File: src/uartp_pkg.sv
// Shared constants and types of the serial port pin and infrared mode control
package uartp_pkg;

  // APB register byte offsets
  localparam logic [7:0] UARTP_MODE_OFS = 8'h00; // Mode control register
  localparam logic [7:0] UARTP_DIV_OFS = 8'h04; // Baud generator divisor
  localparam logic [7:0] UARTP_STAT_OFS = 8'h08; // Pin and codec status, read only

  // Field positions in the mode control register
  localparam int UARTP_EN_BIT = 15; // Port enable
  localparam int UARTP_INFRARED_CODEC_ENABLE_BIT = 12; // Infrared codec enable
  localparam int UARTP_REQUEST_PIN_BEHAVIOUR_SELECT_BIT = 11; // Request pin behaviour select
  localparam int UARTP_USE_HI = 9; // Pin usage field, upper bit
  localparam int UARTP_USE_LO = 8; // Pin usage field, lower bit
  localparam int UARTP_HIGH_SPEED_BAUD_SELECT_BIT = 3; // High speed baud select

  // Reset values and write masks; bits 14 and 10 are unimplemented
  localparam logic [15:0] UARTP_MODE_RST = 16'h0000;
  localparam logic [15:0] UARTP_MODE_WMASK = 16'hBBFF;
  localparam logic [15:0] UARTP_DIV_RST = 16'h0000;

  // Baud generator ticks per serial bit
  localparam logic [4:0] UARTP_TICKS_STD = 5'h10; // Standard mode, 16 ticks
  localparam logic [4:0] UARTP_TICKS_HS = 5'h04; // High speed mode, 4 ticks

  // Infrared pulse shaping, in 16x ticks
  localparam logic [3:0] UARTP_IR_PULSE = 4'h3; // Encoder pulse length, 3/16 bit
  localparam logic [4:0] UARTP_DEC_HOLD = 5'h10; // Decoder holds a zero for one bit

  // Pin usage field codes
  typedef enum logic [1:0] {
    UARTP_USE_TXRX = 2'h0, // Transmit and receive only
    UARTP_USE_RTS = 2'h1, // Plus request to send
    UARTP_USE_FLOW = 2'h2, // Plus request and clear to send
    UARTP_USE_BCLK = 2'h3 // Plus baud clock on the request pin
  } uartp_usage_type;

endpackage

File: src/uartp_ir_if.sv
// Link between the mode control and its infrared codec
`timescale 1ns/1ps
interface uartp_ir_if;
  logic tick; // One-cycle 16x baud tick
  logic bit_start; // One-cycle pulse at each serial bit boundary
  logic enable; // Codec in use
  logic enc_in; // Serial data from the transmitter
  logic enc_out; // Pulse output toward the infrared emitter
  logic dec_in; // Pulse input from the infrared receiver
  logic dec_out; // Rebuilt serial data toward the receiver
  modport codec (input tick, bit_start, enable, enc_in, dec_in, output enc_out, dec_out);
  modport ctrl (output tick, bit_start, enable, enc_in, dec_in, input enc_out, dec_out);
endinterface

File: src/uartp_ir_codec.sv
// Infrared pulse encoder and decoder working on 16x baud ticks
`timescale 1ns/1ps
module uartp_ir_codec
  import uartp_pkg::*;
(
  input wire logic clk_i,
  input wire logic rst_i,
  uartp_ir_if.codec ir
);

  logic [3:0] phase_r; // Tick position inside the current bit
  logic [3:0] phase_nxt;
  logic enc_r; // Encoder output
  logic enc_nxt;
  logic [4:0] hold_r; // Ticks left of a decoded zero
  logic [4:0] hold_nxt;
  logic dec_r; // Decoder output, idles high
  logic dec_nxt;
  logic din_d_r; // Previous receive level for edge finding
  logic din_d_nxt;

  ////////////////////////////////////////////////////////////////////////////
  // Next state: a zero bit becomes a short pulse at the start of the bit
  always_comb begin
    phase_nxt = phase_r;
    if (ir.bit_start) begin
      phase_nxt = 4'h0; // Realign to the transmitter's bit grid
    end else if (ir.tick) begin
      phase_nxt = phase_r + 4'h1;
    end
    enc_nxt = ir.enable && !ir.enc_in && (phase_nxt < UARTP_IR_PULSE);
    din_d_nxt = ir.dec_in;
    hold_nxt = hold_r;
    if (!ir.enable) begin
      hold_nxt = 5'h00; // Bypassed: forget any half-seen pulse
    end else if (ir.dec_in && !din_d_r) begin
      hold_nxt = UARTP_DEC_HOLD; // A pulse rebuilds a full zero bit
    end else if (ir.tick && (hold_r != 5'h00)) begin
      hold_nxt = hold_r - 5'h01;
    end
    dec_nxt = (hold_nxt == 5'h00);
  end

  // Registers only
  always_ff @(posedge clk_i) begin
    if (rst_i) begin
      phase_r <= 4'h0;
      enc_r <= 1'b0;
      hold_r <= 5'h00;
      dec_r <= 1'b1;
      din_d_r <= 1'b0;
    end else begin
      phase_r <= phase_nxt;
      enc_r <= enc_nxt;
      hold_r <= hold_nxt;
      dec_r <= dec_nxt;
      din_d_r <= din_d_nxt;
    end
  end

  assign ir.enc_out = enc_r;
  assign ir.dec_out = dec_r;

  ////////////////////////////////////////////////////////////////////////////
  // Checks
  a_enc_pulse_width: assert property (@(posedge clk_i) disable iff (rst_i)
    enc_r |-> (phase_r < UARTP_IR_PULSE) && $past(ir.enable))
    else $error("encoder pulse outside its 3/16 slot");
  a_dec_zero_hold: assert property (@(posedge clk_i) disable iff (rst_i)
    (ir.enable && ir.dec_in && !din_d_r) |=> !dec_r [*2])
    else $error("received pulse did not give a zero");
  a_enc_bypass_idle: assert property (@(posedge clk_i) disable iff (rst_i)
    !ir.enable |=> !enc_r && dec_r)
    else $error("codec active while bypassed");

endmodule

File: src/uartp_mode_ctrl.sv
// Serial port pin ownership, request pin behaviour and infrared mode control
// How it works
// - Codec enable bit 12 routes through infrared
// - Bit 11 set gives simplex, clear flow control
// - Usage 01 owns transmit, receive, request
// - Usage 00 leaves both handshake pins latched
// - Infrared codec works only in 16x mode
// - Usage 11 drives 16x baud clock out
// - Infrared active: pins face the transceiver
// - Bits last 16 or four generator ticks
`timescale 1ns/1ps
module uartp_mode_ctrl
  import uartp_pkg::*;
(
  input wire logic clk_i,
  input wire logic rst_i,
  input wire logic psel_i,
  input wire logic penable_i,
  input wire logic pwrite_i,
  input wire logic [7:0] paddr_i,
  input wire logic [31:0] pwdata_i,
  output logic [31:0] prdata_o,
  output logic pready_o,
  output logic pslverr_o,
  input wire logic tx_serial_i, // Serial data from the transmitter
  input wire logic tx_busy_i, // Transmitter has data to send
  input wire logic rx_ready_i, // Receiver can take a character
  output logic rx_serial_o, // Serial data toward the receiver
  output logic tx_clear_o, // Transmitter may send
  output logic bit_tick_o, // One pulse per serial bit
  output logic serial_transmit_pin_o,
  output logic serial_transmit_pin_oe_n_o,
  input wire logic serial_receive_pin_i,
  output logic request_to_send_pin_o,
  output logic request_to_send_pin_oe_n_o,
  input wire logic clear_to_send_pin_i,
  output logic clear_to_send_pin_o,
  output logic clear_to_send_pin_oe_n_o,
  input wire logic latch_tx_i, // Port latch values for pins the port does not own
  input wire logic latch_tx_oe_n_i,
  input wire logic latch_rts_i,
  input wire logic latch_rts_oe_n_i,
  input wire logic latch_cts_i,
  input wire logic latch_cts_oe_n_i
);

  ////////////////////////////////////////////////////////////////////////////
  // Decoding used only by the status word's pin ownership bits
  function automatic logic rts_owned(input logic en, input uartp_usage_type use_f);
    rts_owned = en && (use_f != UARTP_USE_TXRX) && (use_f != UARTP_USE_FLOW + 2'h0)
      || en && (use_f == UARTP_USE_FLOW);
  endfunction

  function automatic logic cts_owned(input logic en, input uartp_usage_type use_f);
    cts_owned = en && (use_f == UARTP_USE_FLOW);
  endfunction

  ////////////////////////////////////////////////////////////////////////////
  // Register state
  logic [15:0] mode_r; // Mode control register
  logic [15:0] mode_nxt;
  logic [15:0] div_r; // Half-period of the 16x tick, minus one
  logic [15:0] div_nxt;
  logic [31:0] rdata_r; // Read data held for the bus
  logic [31:0] rdata_nxt;
  logic ready_r; // Access phase answer, one wait state
  logic ready_nxt;
  logic err_r; // Unmapped address answer
  logic err_nxt;

  logic en; // Port enabled
  logic infrared_codec_enable; // Infrared codec requested
  logic high_speed_baud_select; // High speed baud select
  logic request_pin_behaviour_select; // Request pin simplex when set
  uartp_usage_type usage; // Pin usage field
  logic ir_on; // Codec really in the path
  logic access; // Access phase seen
  logic wr_go; // Write commits at this edge
  logic hit_mode;
  logic hit_div;
  logic hit_stat;
  logic [31:0] stat_word; // Live status for reads

  assign en = mode_r[UARTP_EN_BIT];
  assign infrared_codec_enable = mode_r[UARTP_INFRARED_CODEC_ENABLE_BIT];
  assign high_speed_baud_select = mode_r[UARTP_HIGH_SPEED_BAUD_SELECT_BIT];
  assign request_pin_behaviour_select = mode_r[UARTP_REQUEST_PIN_BEHAVIOUR_SELECT_BIT];
  assign usage = uartp_usage_type'(mode_r[UARTP_USE_HI:UARTP_USE_LO]);
  // The pulse codec needs sixteen ticks a bit, so high speed mode bypasses it
  assign ir_on = en && infrared_codec_enable && !high_speed_baud_select;
  assign access = psel_i && penable_i;
  assign wr_go = access && ready_r && pwrite_i && !err_r;
  assign hit_mode = (paddr_i == UARTP_MODE_OFS);
  assign hit_div = (paddr_i == UARTP_DIV_OFS);
  assign hit_stat = (paddr_i == UARTP_STAT_OFS);

  ////////////////////////////////////////////////////////////////////////////
  // APB slave: answer one cycle into the access phase, write at that edge
  always_comb begin
    mode_nxt = mode_r;
    div_nxt = div_r;
    ready_nxt = 1'b0;
    err_nxt = 1'b0;
    rdata_nxt = rdata_r;
    if (access && !ready_r) begin
      ready_nxt = 1'b1;
      err_nxt = !(hit_mode || hit_div || hit_stat);
      if (hit_mode) begin
        rdata_nxt = {16'h0000, mode_r};
      end else if (hit_div) begin
        rdata_nxt = {16'h0000, div_r};
      end else if (hit_stat) begin
        rdata_nxt = stat_word;
      end else begin
        rdata_nxt = 32'h0000_0000; // Unmapped reads return zero
      end
    end
    if (wr_go && hit_mode) begin
      mode_nxt = pwdata_i[15:0] & UARTP_MODE_WMASK;
    end
    if (wr_go && hit_div) begin
      div_nxt = pwdata_i[15:0];
    end
  end

  // Registers only
  always_ff @(posedge clk_i) begin
    if (rst_i) begin
      mode_r <= UARTP_MODE_RST;
      div_r <= UARTP_DIV_RST;
      rdata_r <= 32'h0000_0000;
      ready_r <= 1'b0;
      err_r <= 1'b0;
    end else begin
      mode_r <= mode_nxt;
      div_r <= div_nxt;
      rdata_r <= rdata_nxt;
      ready_r <= ready_nxt;
      err_r <= err_nxt;
    end
  end

  ////////////////////////////////////////////////////////////////////////////
  // Baud generator: half-tick counter, 16x tick, bit counter
  logic [15:0] cnt_r; // Cycles within a half tick
  logic [15:0] cnt_nxt;
  logic half_r; // Second half of a 16x tick
  logic half_nxt;
  logic bclk_r; // 16x clock level, toggles every half tick
  logic bclk_nxt;
  logic [4:0] bitc_r; // 16x ticks within the bit
  logic [4:0] bitc_nxt;
  logic tick16; // One-cycle 16x tick
  logic bit_end; // Last tick of a bit
  logic [4:0] bit_len; // Ticks per bit in the present mode

  assign bit_len = high_speed_baud_select ? UARTP_TICKS_HS : UARTP_TICKS_STD;

  always_comb begin
    cnt_nxt = cnt_r + 16'h0001;
    half_nxt = half_r;
    bclk_nxt = bclk_r;
    bitc_nxt = bitc_r;
    tick16 = 1'b0;
    bit_end = 1'b0;
    if (!en) begin
      // Disabled: hold the generator so it starts clean on enable
      cnt_nxt = 16'h0000;
      half_nxt = 1'b0;
      bclk_nxt = 1'b0;
      bitc_nxt = 5'h00;
    end else if (cnt_r >= div_r) begin
      cnt_nxt = 16'h0000;
      half_nxt = !half_r;
      bclk_nxt = !bclk_r;
      tick16 = half_r;
      if (half_r) begin
        // A shortened count after a mode change restarts the bit at once
        if (bitc_r >= bit_len - 5'h01) begin
          bitc_nxt = 5'h00;
          bit_end = 1'b1;
        end else begin
          bitc_nxt = bitc_r + 5'h01;
        end
      end
    end
  end

  // Registers only
  always_ff @(posedge clk_i) begin
    if (rst_i) begin
      cnt_r <= 16'h0000;
      half_r <= 1'b0;
      bclk_r <= 1'b0;
      bitc_r <= 5'h00;
    end else begin
      cnt_r <= cnt_nxt;
      half_r <= half_nxt;
      bclk_r <= bclk_nxt;
      bitc_r <= bitc_nxt;
    end
  end

  ////////////////////////////////////////////////////////////////////////////
  // Infrared codec
  uartp_ir_if ir_link ();

  assign ir_link.tick = tick16;
  assign ir_link.bit_start = bit_end;
  assign ir_link.enable = ir_on;
  assign ir_link.enc_in = tx_serial_i;
  assign ir_link.dec_in = serial_receive_pin_i;

  uartp_ir_codec u_codec (
    .clk_i (clk_i),
    .rst_i (rst_i),
    .ir (ir_link.codec)
  );

  ////////////////////////////////////////////////////////////////////////////
  // Pin ownership; handshake pins are active low
  logic tx_nxt, tx_oe_nxt, rts_nxt, rts_oe_nxt, cts_nxt, cts_oe_nxt;
  logic rx_nxt, clear_nxt;
  logic tx_r, tx_oe_r, rts_r, rts_oe_r, cts_r, cts_oe_r, rx_r, clear_r, bitt_r;
  logic rts_level; // Request level in the chosen behaviour

  // Simplex asks to send; flow control says the receiver has room
  assign rts_level = request_pin_behaviour_select ? !tx_busy_i : !rx_ready_i;

  always_comb begin
    tx_nxt = latch_tx_i;
    tx_oe_nxt = latch_tx_oe_n_i;
    rts_nxt = latch_rts_i;
    rts_oe_nxt = latch_rts_oe_n_i;
    cts_nxt = latch_cts_i;
    cts_oe_nxt = latch_cts_oe_n_i;
    rx_nxt = ir_on ? ir_link.dec_out : serial_receive_pin_i;
    clear_nxt = 1'b1;
    if (en) begin
      tx_nxt = ir_on ? ir_link.enc_out : tx_serial_i;
      tx_oe_nxt = 1'b0;
      case (usage)
        UARTP_USE_TXRX: begin
          rts_oe_nxt = latch_rts_oe_n_i;
        end
        UARTP_USE_RTS: begin
          rts_nxt = rts_level;
          rts_oe_nxt = 1'b0;
        end
        UARTP_USE_FLOW: begin
          rts_nxt = rts_level;
          rts_oe_nxt = 1'b0;
          cts_nxt = 1'b0;
          cts_oe_nxt = 1'b1; // Pin is an input here
          clear_nxt = !clear_to_send_pin_i;
        end
        UARTP_USE_BCLK: begin
          rts_nxt = bclk_r;
          rts_oe_nxt = 1'b0;
        end
        default: begin
          rts_oe_nxt = latch_rts_oe_n_i;
        end
      endcase
    end
  end

  // Registers only; every port output except the bus answer leaves from here
  always_ff @(posedge clk_i) begin
    if (rst_i) begin
      tx_r <= 1'b1;
      tx_oe_r <= 1'b1;
      rts_r <= 1'b1;
      rts_oe_r <= 1'b1;
      cts_r <= 1'b1;
      cts_oe_r <= 1'b1;
      rx_r <= 1'b1;
      clear_r <= 1'b1;
      bitt_r <= 1'b0;
    end else begin
      tx_r <= tx_nxt;
      tx_oe_r <= tx_oe_nxt;
      rts_r <= rts_nxt;
      rts_oe_r <= rts_oe_nxt;
      cts_r <= cts_nxt;
      cts_oe_r <= cts_oe_nxt;
      rx_r <= rx_nxt;
      clear_r <= clear_nxt;
      bitt_r <= bit_end;
    end
  end

  assign stat_word = {26'h0000000, usage, rts_owned(en, usage), cts_owned(en, usage),
    bclk_r, ir_on};
  assign prdata_o = rdata_r;
  assign pready_o = ready_r;
  assign pslverr_o = err_r;
  assign serial_transmit_pin_o = tx_r;
  assign serial_transmit_pin_oe_n_o = tx_oe_r;
  assign request_to_send_pin_o = rts_r;
  assign request_to_send_pin_oe_n_o = rts_oe_r;
  assign clear_to_send_pin_o = cts_r;
  assign clear_to_send_pin_oe_n_o = cts_oe_r;
  assign rx_serial_o = rx_r;
  assign tx_clear_o = clear_r;
  assign bit_tick_o = bitt_r;

  ////////////////////////////////////////////////////////////////////////////
  // Check helpers: clock cycles between bit pulses under a steady setup
  logic [23:0] gap_r;
  logic seen_r;
  logic [23:0] gap_want;

  assign gap_want = 24'(bit_len) * 24'h000002 * (24'(div_r) + 24'h000001);

  always_ff @(posedge clk_i) begin
    if (rst_i || !en || wr_go) begin
      gap_r <= 24'h000000;
      seen_r <= 1'b0;
    end else if (bit_tick_o) begin
      gap_r <= 24'h000000;
      seen_r <= 1'b1;
    end else begin
      gap_r <= gap_r + 24'h000001;
    end
  end

  ////////////////////////////////////////////////////////////////////////////
  // Checks
  a_ir_tx_route: assert property (@(posedge clk_i) disable iff (rst_i)
    ir_on |=> serial_transmit_pin_o == $past(ir_link.enc_out) && !serial_transmit_pin_oe_n_o)
    else $error("transmit pin not fed by the encoder");
  a_ir_bypass_path: assert property (@(posedge clk_i) disable iff (rst_i)
    (en && !infrared_codec_enable) |=> serial_transmit_pin_o == $past(tx_serial_i)
      && rx_serial_o == $past(serial_receive_pin_i))
    else $error("bypassed path altered data");
  a_ir_fast_off: assert property (@(posedge clk_i) disable iff (rst_i)
    (en && infrared_codec_enable && high_speed_baud_select) |=> rx_serial_o == $past(serial_receive_pin_i)
      && serial_transmit_pin_o == $past(tx_serial_i))
    else $error("codec used in high speed mode");
  a_rts_simplex: assert property (@(posedge clk_i) disable iff (rst_i)
    (en && usage == UARTP_USE_RTS && request_pin_behaviour_select) |=> request_to_send_pin_o == !$past(tx_busy_i)
      && !request_to_send_pin_oe_n_o)
    else $error("simplex request level wrong");
  a_rts_flow: assert property (@(posedge clk_i) disable iff (rst_i)
    (en && usage != UARTP_USE_TXRX && usage != UARTP_USE_BCLK && !request_pin_behaviour_select)
      |=> request_to_send_pin_o == !$past(rx_ready_i))
    else $error("flow control request level wrong");
  a_latch_pins: assert property (@(posedge clk_i) disable iff (rst_i)
    (en && usage == UARTP_USE_TXRX) |=> request_to_send_pin_o == $past(latch_rts_i)
      && clear_to_send_pin_o == $past(latch_cts_i) && tx_clear_o)
    else $error("latched pins taken by the port");
  a_bclk_out: assert property (@(posedge clk_i) disable iff (rst_i)
    (en && usage == UARTP_USE_BCLK) |=> request_to_send_pin_o == $past(bclk_r)
      && !request_to_send_pin_oe_n_o)
    else $error("baud clock missing on request pin");
  a_bit_period: assert property (@(posedge clk_i) disable iff (rst_i)
    (bit_tick_o && seen_r && en && !wr_go) |-> gap_r == gap_want - 24'h000001)
    else $error("bit length not 16 or 4 ticks");
  a_cts_flow: assert property (@(posedge clk_i) disable iff (rst_i)
    (en && usage == UARTP_USE_FLOW) |=> tx_clear_o == !$past(clear_to_send_pin_i)
      && clear_to_send_pin_oe_n_o)
    else $error("clear to send not honoured");

endmodule

File: config.mk
export PLATFORM = sky130hd
export DESIGN_NAME = uartp_mode_ctrl
export DESIGN_NICKNAME = d
export VERILOG_FILES = /design/src/uartp_pkg.sv /design/src/uartp_ir_if.sv /design/src/uartp_ir_codec.sv /design/src/uartp_mode_ctrl.sv
export SDC_FILE = /design/constraint.sdc
export NUM_CORES = 1
export LEC_CHECK = 0
export BUFFER_PORTS_ARGS = -buffer_cell sky130_fd_sc_hd__buf_4
export CELL_PAD_IN_SITES_DETAIL_PLACEMENT = 0
export CELL_PAD_IN_SITES_GLOBAL_PLACEMENT = 1
export CORE_ASPECT_RATIO = 0.5
export CORE_MARGIN = 2
export CORE_UTILIZATION = 36
export CTS_BUF_LIST = sky130_fd_sc_hd__clkbuf_8 sky130_fd_sc_hd__clkbuf_16
export DETAILED_ROUTE_END_ITERATION = 10
export HOLD_SLACK_MARGIN = 0.1
export PLACE_DENSITY_LB_ADDON = 0.1
export SETUP_SLACK_MARGIN = 0.1
export SLEW_MARGIN = 20
export SYNTH_ARGS = -nofsm -noshare
export SYNTH_HDL_FRONTEND = slang
export SYNTH_SLANG_ARGS = --single-unit
File: constraint.sdc
create_clock -name clk_i -period 2.3 [get_ports clk_i]
set_clock_uncertainty 0.15 [all_clocks]
set_input_delay 0 -clock clk_i [delete_from_list [all_inputs] [get_ports clk_i]]
set_output_delay 0 -clock clk_i [all_outputs]
set_load 0.01 [all_outputs]
==> impl_metrics.ini <==
[outcome]
status = complete, but fails checks
violations = negative setup slack

[critical_path]
worstSetupStartpoint = div_r[13]
required_ps = 2400
worstSetupPathType = reg -> reg
crit_path_frequent_cell = buf_12
path_max_fanout = 7
startpoint_type = flip-flop
crit_buf_inv = 3
cpPeakStageDelay_ps = 530
path_delay_family = simple AND/OR/NAND/NOR gates
r2r_start = div_r[13]
slowest_stage = or4b_4
cp-end-kind = flip-flop
arrival_ps = 2790
cp_cell_sequence = inv_2, ha_4, nand4_1, nor3_2, or4b_4, a31oi_4, buf_12, buf_12, mux2i_4, nand2_1, nor4_1

[placed_design]
place_area_um2 = 5474
gp_congestion = 0.7910
port_buffers = 66
dp_hpwl_um = 8484
pre_cts_ws_ps = -363.1
dp_cells = 774

[cts]
clkSlewWorstSetupHoldPaths_ps = 70
cts_buffers = 9
insertion_delay_ps = 340
clockBufferDepth = 2
cts-root-buf = clkbuf_16
tritoncts = yes
htreeDepth = 3
cts_sinks = 92

[power]
p_leak_nw = 2.588
p_per_area_nw_per_um2 = 528.2
peakVddDrop_mv = 0.3129

[route]
route.detailed.drc = 0
drtAntennaViolNets = 0
dr.pass1.iters = 7
drtIter0Drc = 189
finalWirelength_um = 11820
via_per_inst = 4.713
via_count = 3926
wl_per_cell_um = 14.18

[grt]
grt_overflow_total = 0
antenna_found_initial = 0
grt_first_pass_wirelength_um = 19120
grt_pass1_vias = 3783
grt_max_degree = 57
grt_usage_pct = 18.79

[job]
cap_violations = 0

[synth]
ys_types = 46
synth_edf_count = 0
avgSynthCellArea_um2 = 8.726
synth_top_area_share_pct = 41.71
async_flop_share_pct = 0
synth_area_um2 = 4415
ys_top_cells_by_area = dfxtp_1, mux2i_1, ha_1
yosysSeqAreaShare_pct = 41.71
synth-seq-cells = 92
synth_cells = 506
synthFlopType = dfxtp_1
synth_area_leader_cell = dfxtp_1
ys_warn_count = 0

[final_layout]
fin_cells = 833
drive_gt1_share_pct = 28.74
fin_area_um2 = 6372
area_delta_synth_final_pct = 44.32
mostFrequentLayoutCells = buf_4, dfxtp_1, nor2_1
final_common_cell = buf_4
final_nets = 745
n_antenna_cell = 0

[worst_hold_path]
holdCritStartpoint = paddr_i[0]
hold_class = in -> reg

[sta]
rsz0062_at_grt = yes
final_max_slew_viol_count = 0
max_freq_ghz = 0.3714
relSlewSlack_pct = 57.29
worst-slew-pin-transition_ps = 640.7
period_needed_ps = 2692
hold_viol = 0
timing.final.crit_share_pct = 117.1
timing.final.ws_setup_ps = -392.5
setup_viol = 17
tns_ps = -2407

[floorplan]
die_h_um = 82.31
die_w_um = 160.6
initial_core_util_pct = 37.18
row_count = 28
dieArea_um2 = 13220
ios = 99
core_um2 = 11880
==> cells by family after synthesis <==
logic type | share of synthesized area [%]
AND/OR/NAND/NOR | 20.49
flip-flops | 41.71
AO/OA/AOI/OAI | 10.94
buffers and inverters | 6.801
multiplexers | 9.634
adder cells (fa/ha/maj) | 7.367
XOR/XNOR | 2.975
other | 0.08493
==> layout make-up <==
cell class	count	area (um^2)
clock inverters	7	73.82
clock buffers	9	225.2
flip-flops and latches	92	1851
repair buffers	166	1398
fillers	1110	5504
inverters	27	101.3
multi-input cells	367	2517
well taps	165	206.4
==> registers in the layout (all words and copies together) (netlist names) <==
register / flops
cnt_r: 16
div_r: 16
prdata_o: 16
mode_r: 14
bitc_r: 5
u_codec.hold_r: 5
u_codec.phase_r: 4
bclk_r: 1
bit_tick_o: 1
clear_to_send_pin_o: 1
clear_to_send_pin_oe_n_o: 1
half_r: 1
pready_o: 1
pslverr_o: 1
request_to_send_pin_o: 1
request_to_send_pin_oe_n_o: 1
rx_serial_o: 1
serial_transmit_pin_o: 1
serial_transmit_pin_oe_n_o: 1
tx_clear_o: 1
u_codec.din_d_r: 1
u_codec.ir.dec_out: 1
u_codec.ir.enc_out: 1
==> worst paths after layout <==
path                        end  slack [ps]  cells past startpoint
max          u_codec.ir.enc_out        -390                     11
min                 prdata_o[3]         150                      6
max reg2reg  u_codec.ir.enc_out        -390                     11
min reg2reg        prdata_o[10]         300                      2
==> metal layers <==
metal  vias up  wire (um)  track usage (%)
met1      1806       6123            26.23
met2        93       5161            29.96
met5         -          0                0
met4         0         68            4.595
li1       2022          -                -
met3         5        462            3.996
==> report_power, final <==
part	internal (W)	total (W)	switching [W]
logic	0.000125	0.000232	0.000107
clock network	0.000851	0.00151	0.000661
registers	0.00161	0.00162	0.0000102
total	0.00259	0.00337	0.000778
==> cell usage after synthesis, drive strengths merged (5+ instances only) <==
cell type / n
dfxtp: 92
nor2: 84
mux2i: 41
nand2: 38
inv: 27
ha: 26
a21oi: 23
buf: 22
nand3: 22
nor3: 16
o21ai: 16
clkbuf: 13
a221oi: 9
xor2: 8
xnor2: 7
a22oi: 6
nand4: 6
and2: 5
==> tightest hold or removal path, cell delays in order <==
cell and delay [ps]:
buf_4 80, nor2_1 30, nand2_1 150, nor2_1 140, a22oi_1 150, nor2_1 50
==> per-stage QoR <==
step           util, %  power [W]  hold slack (ps)
6_report         53.66   0.003366            145.8
5_1_grt          53.66   0.003507            231.8
4_1_cts          52.90   0.003398            139.8
3_5_place_dp     46.09   0.001842            36.29
3_3_place_gp     46.09   0.001842            36.16
2_1_floorplan        -   0.001756           -65.67
==> repair_timing <==
| item | 4_1_cts | 5_1_grt |
|---|---|---|
| setup buffers | 4 | 4 |
| hold endpoints to repair | 63 | 0 |
| pin swaps | 7 | 5 |
| resized for setup | 25 | 12 |
| cloned | 0 | 0 |
| hold buffers | 36 | 0 |
| endpoints found under the setup margin | 19 | 35 |
Power figures use the tool's default switching activity.
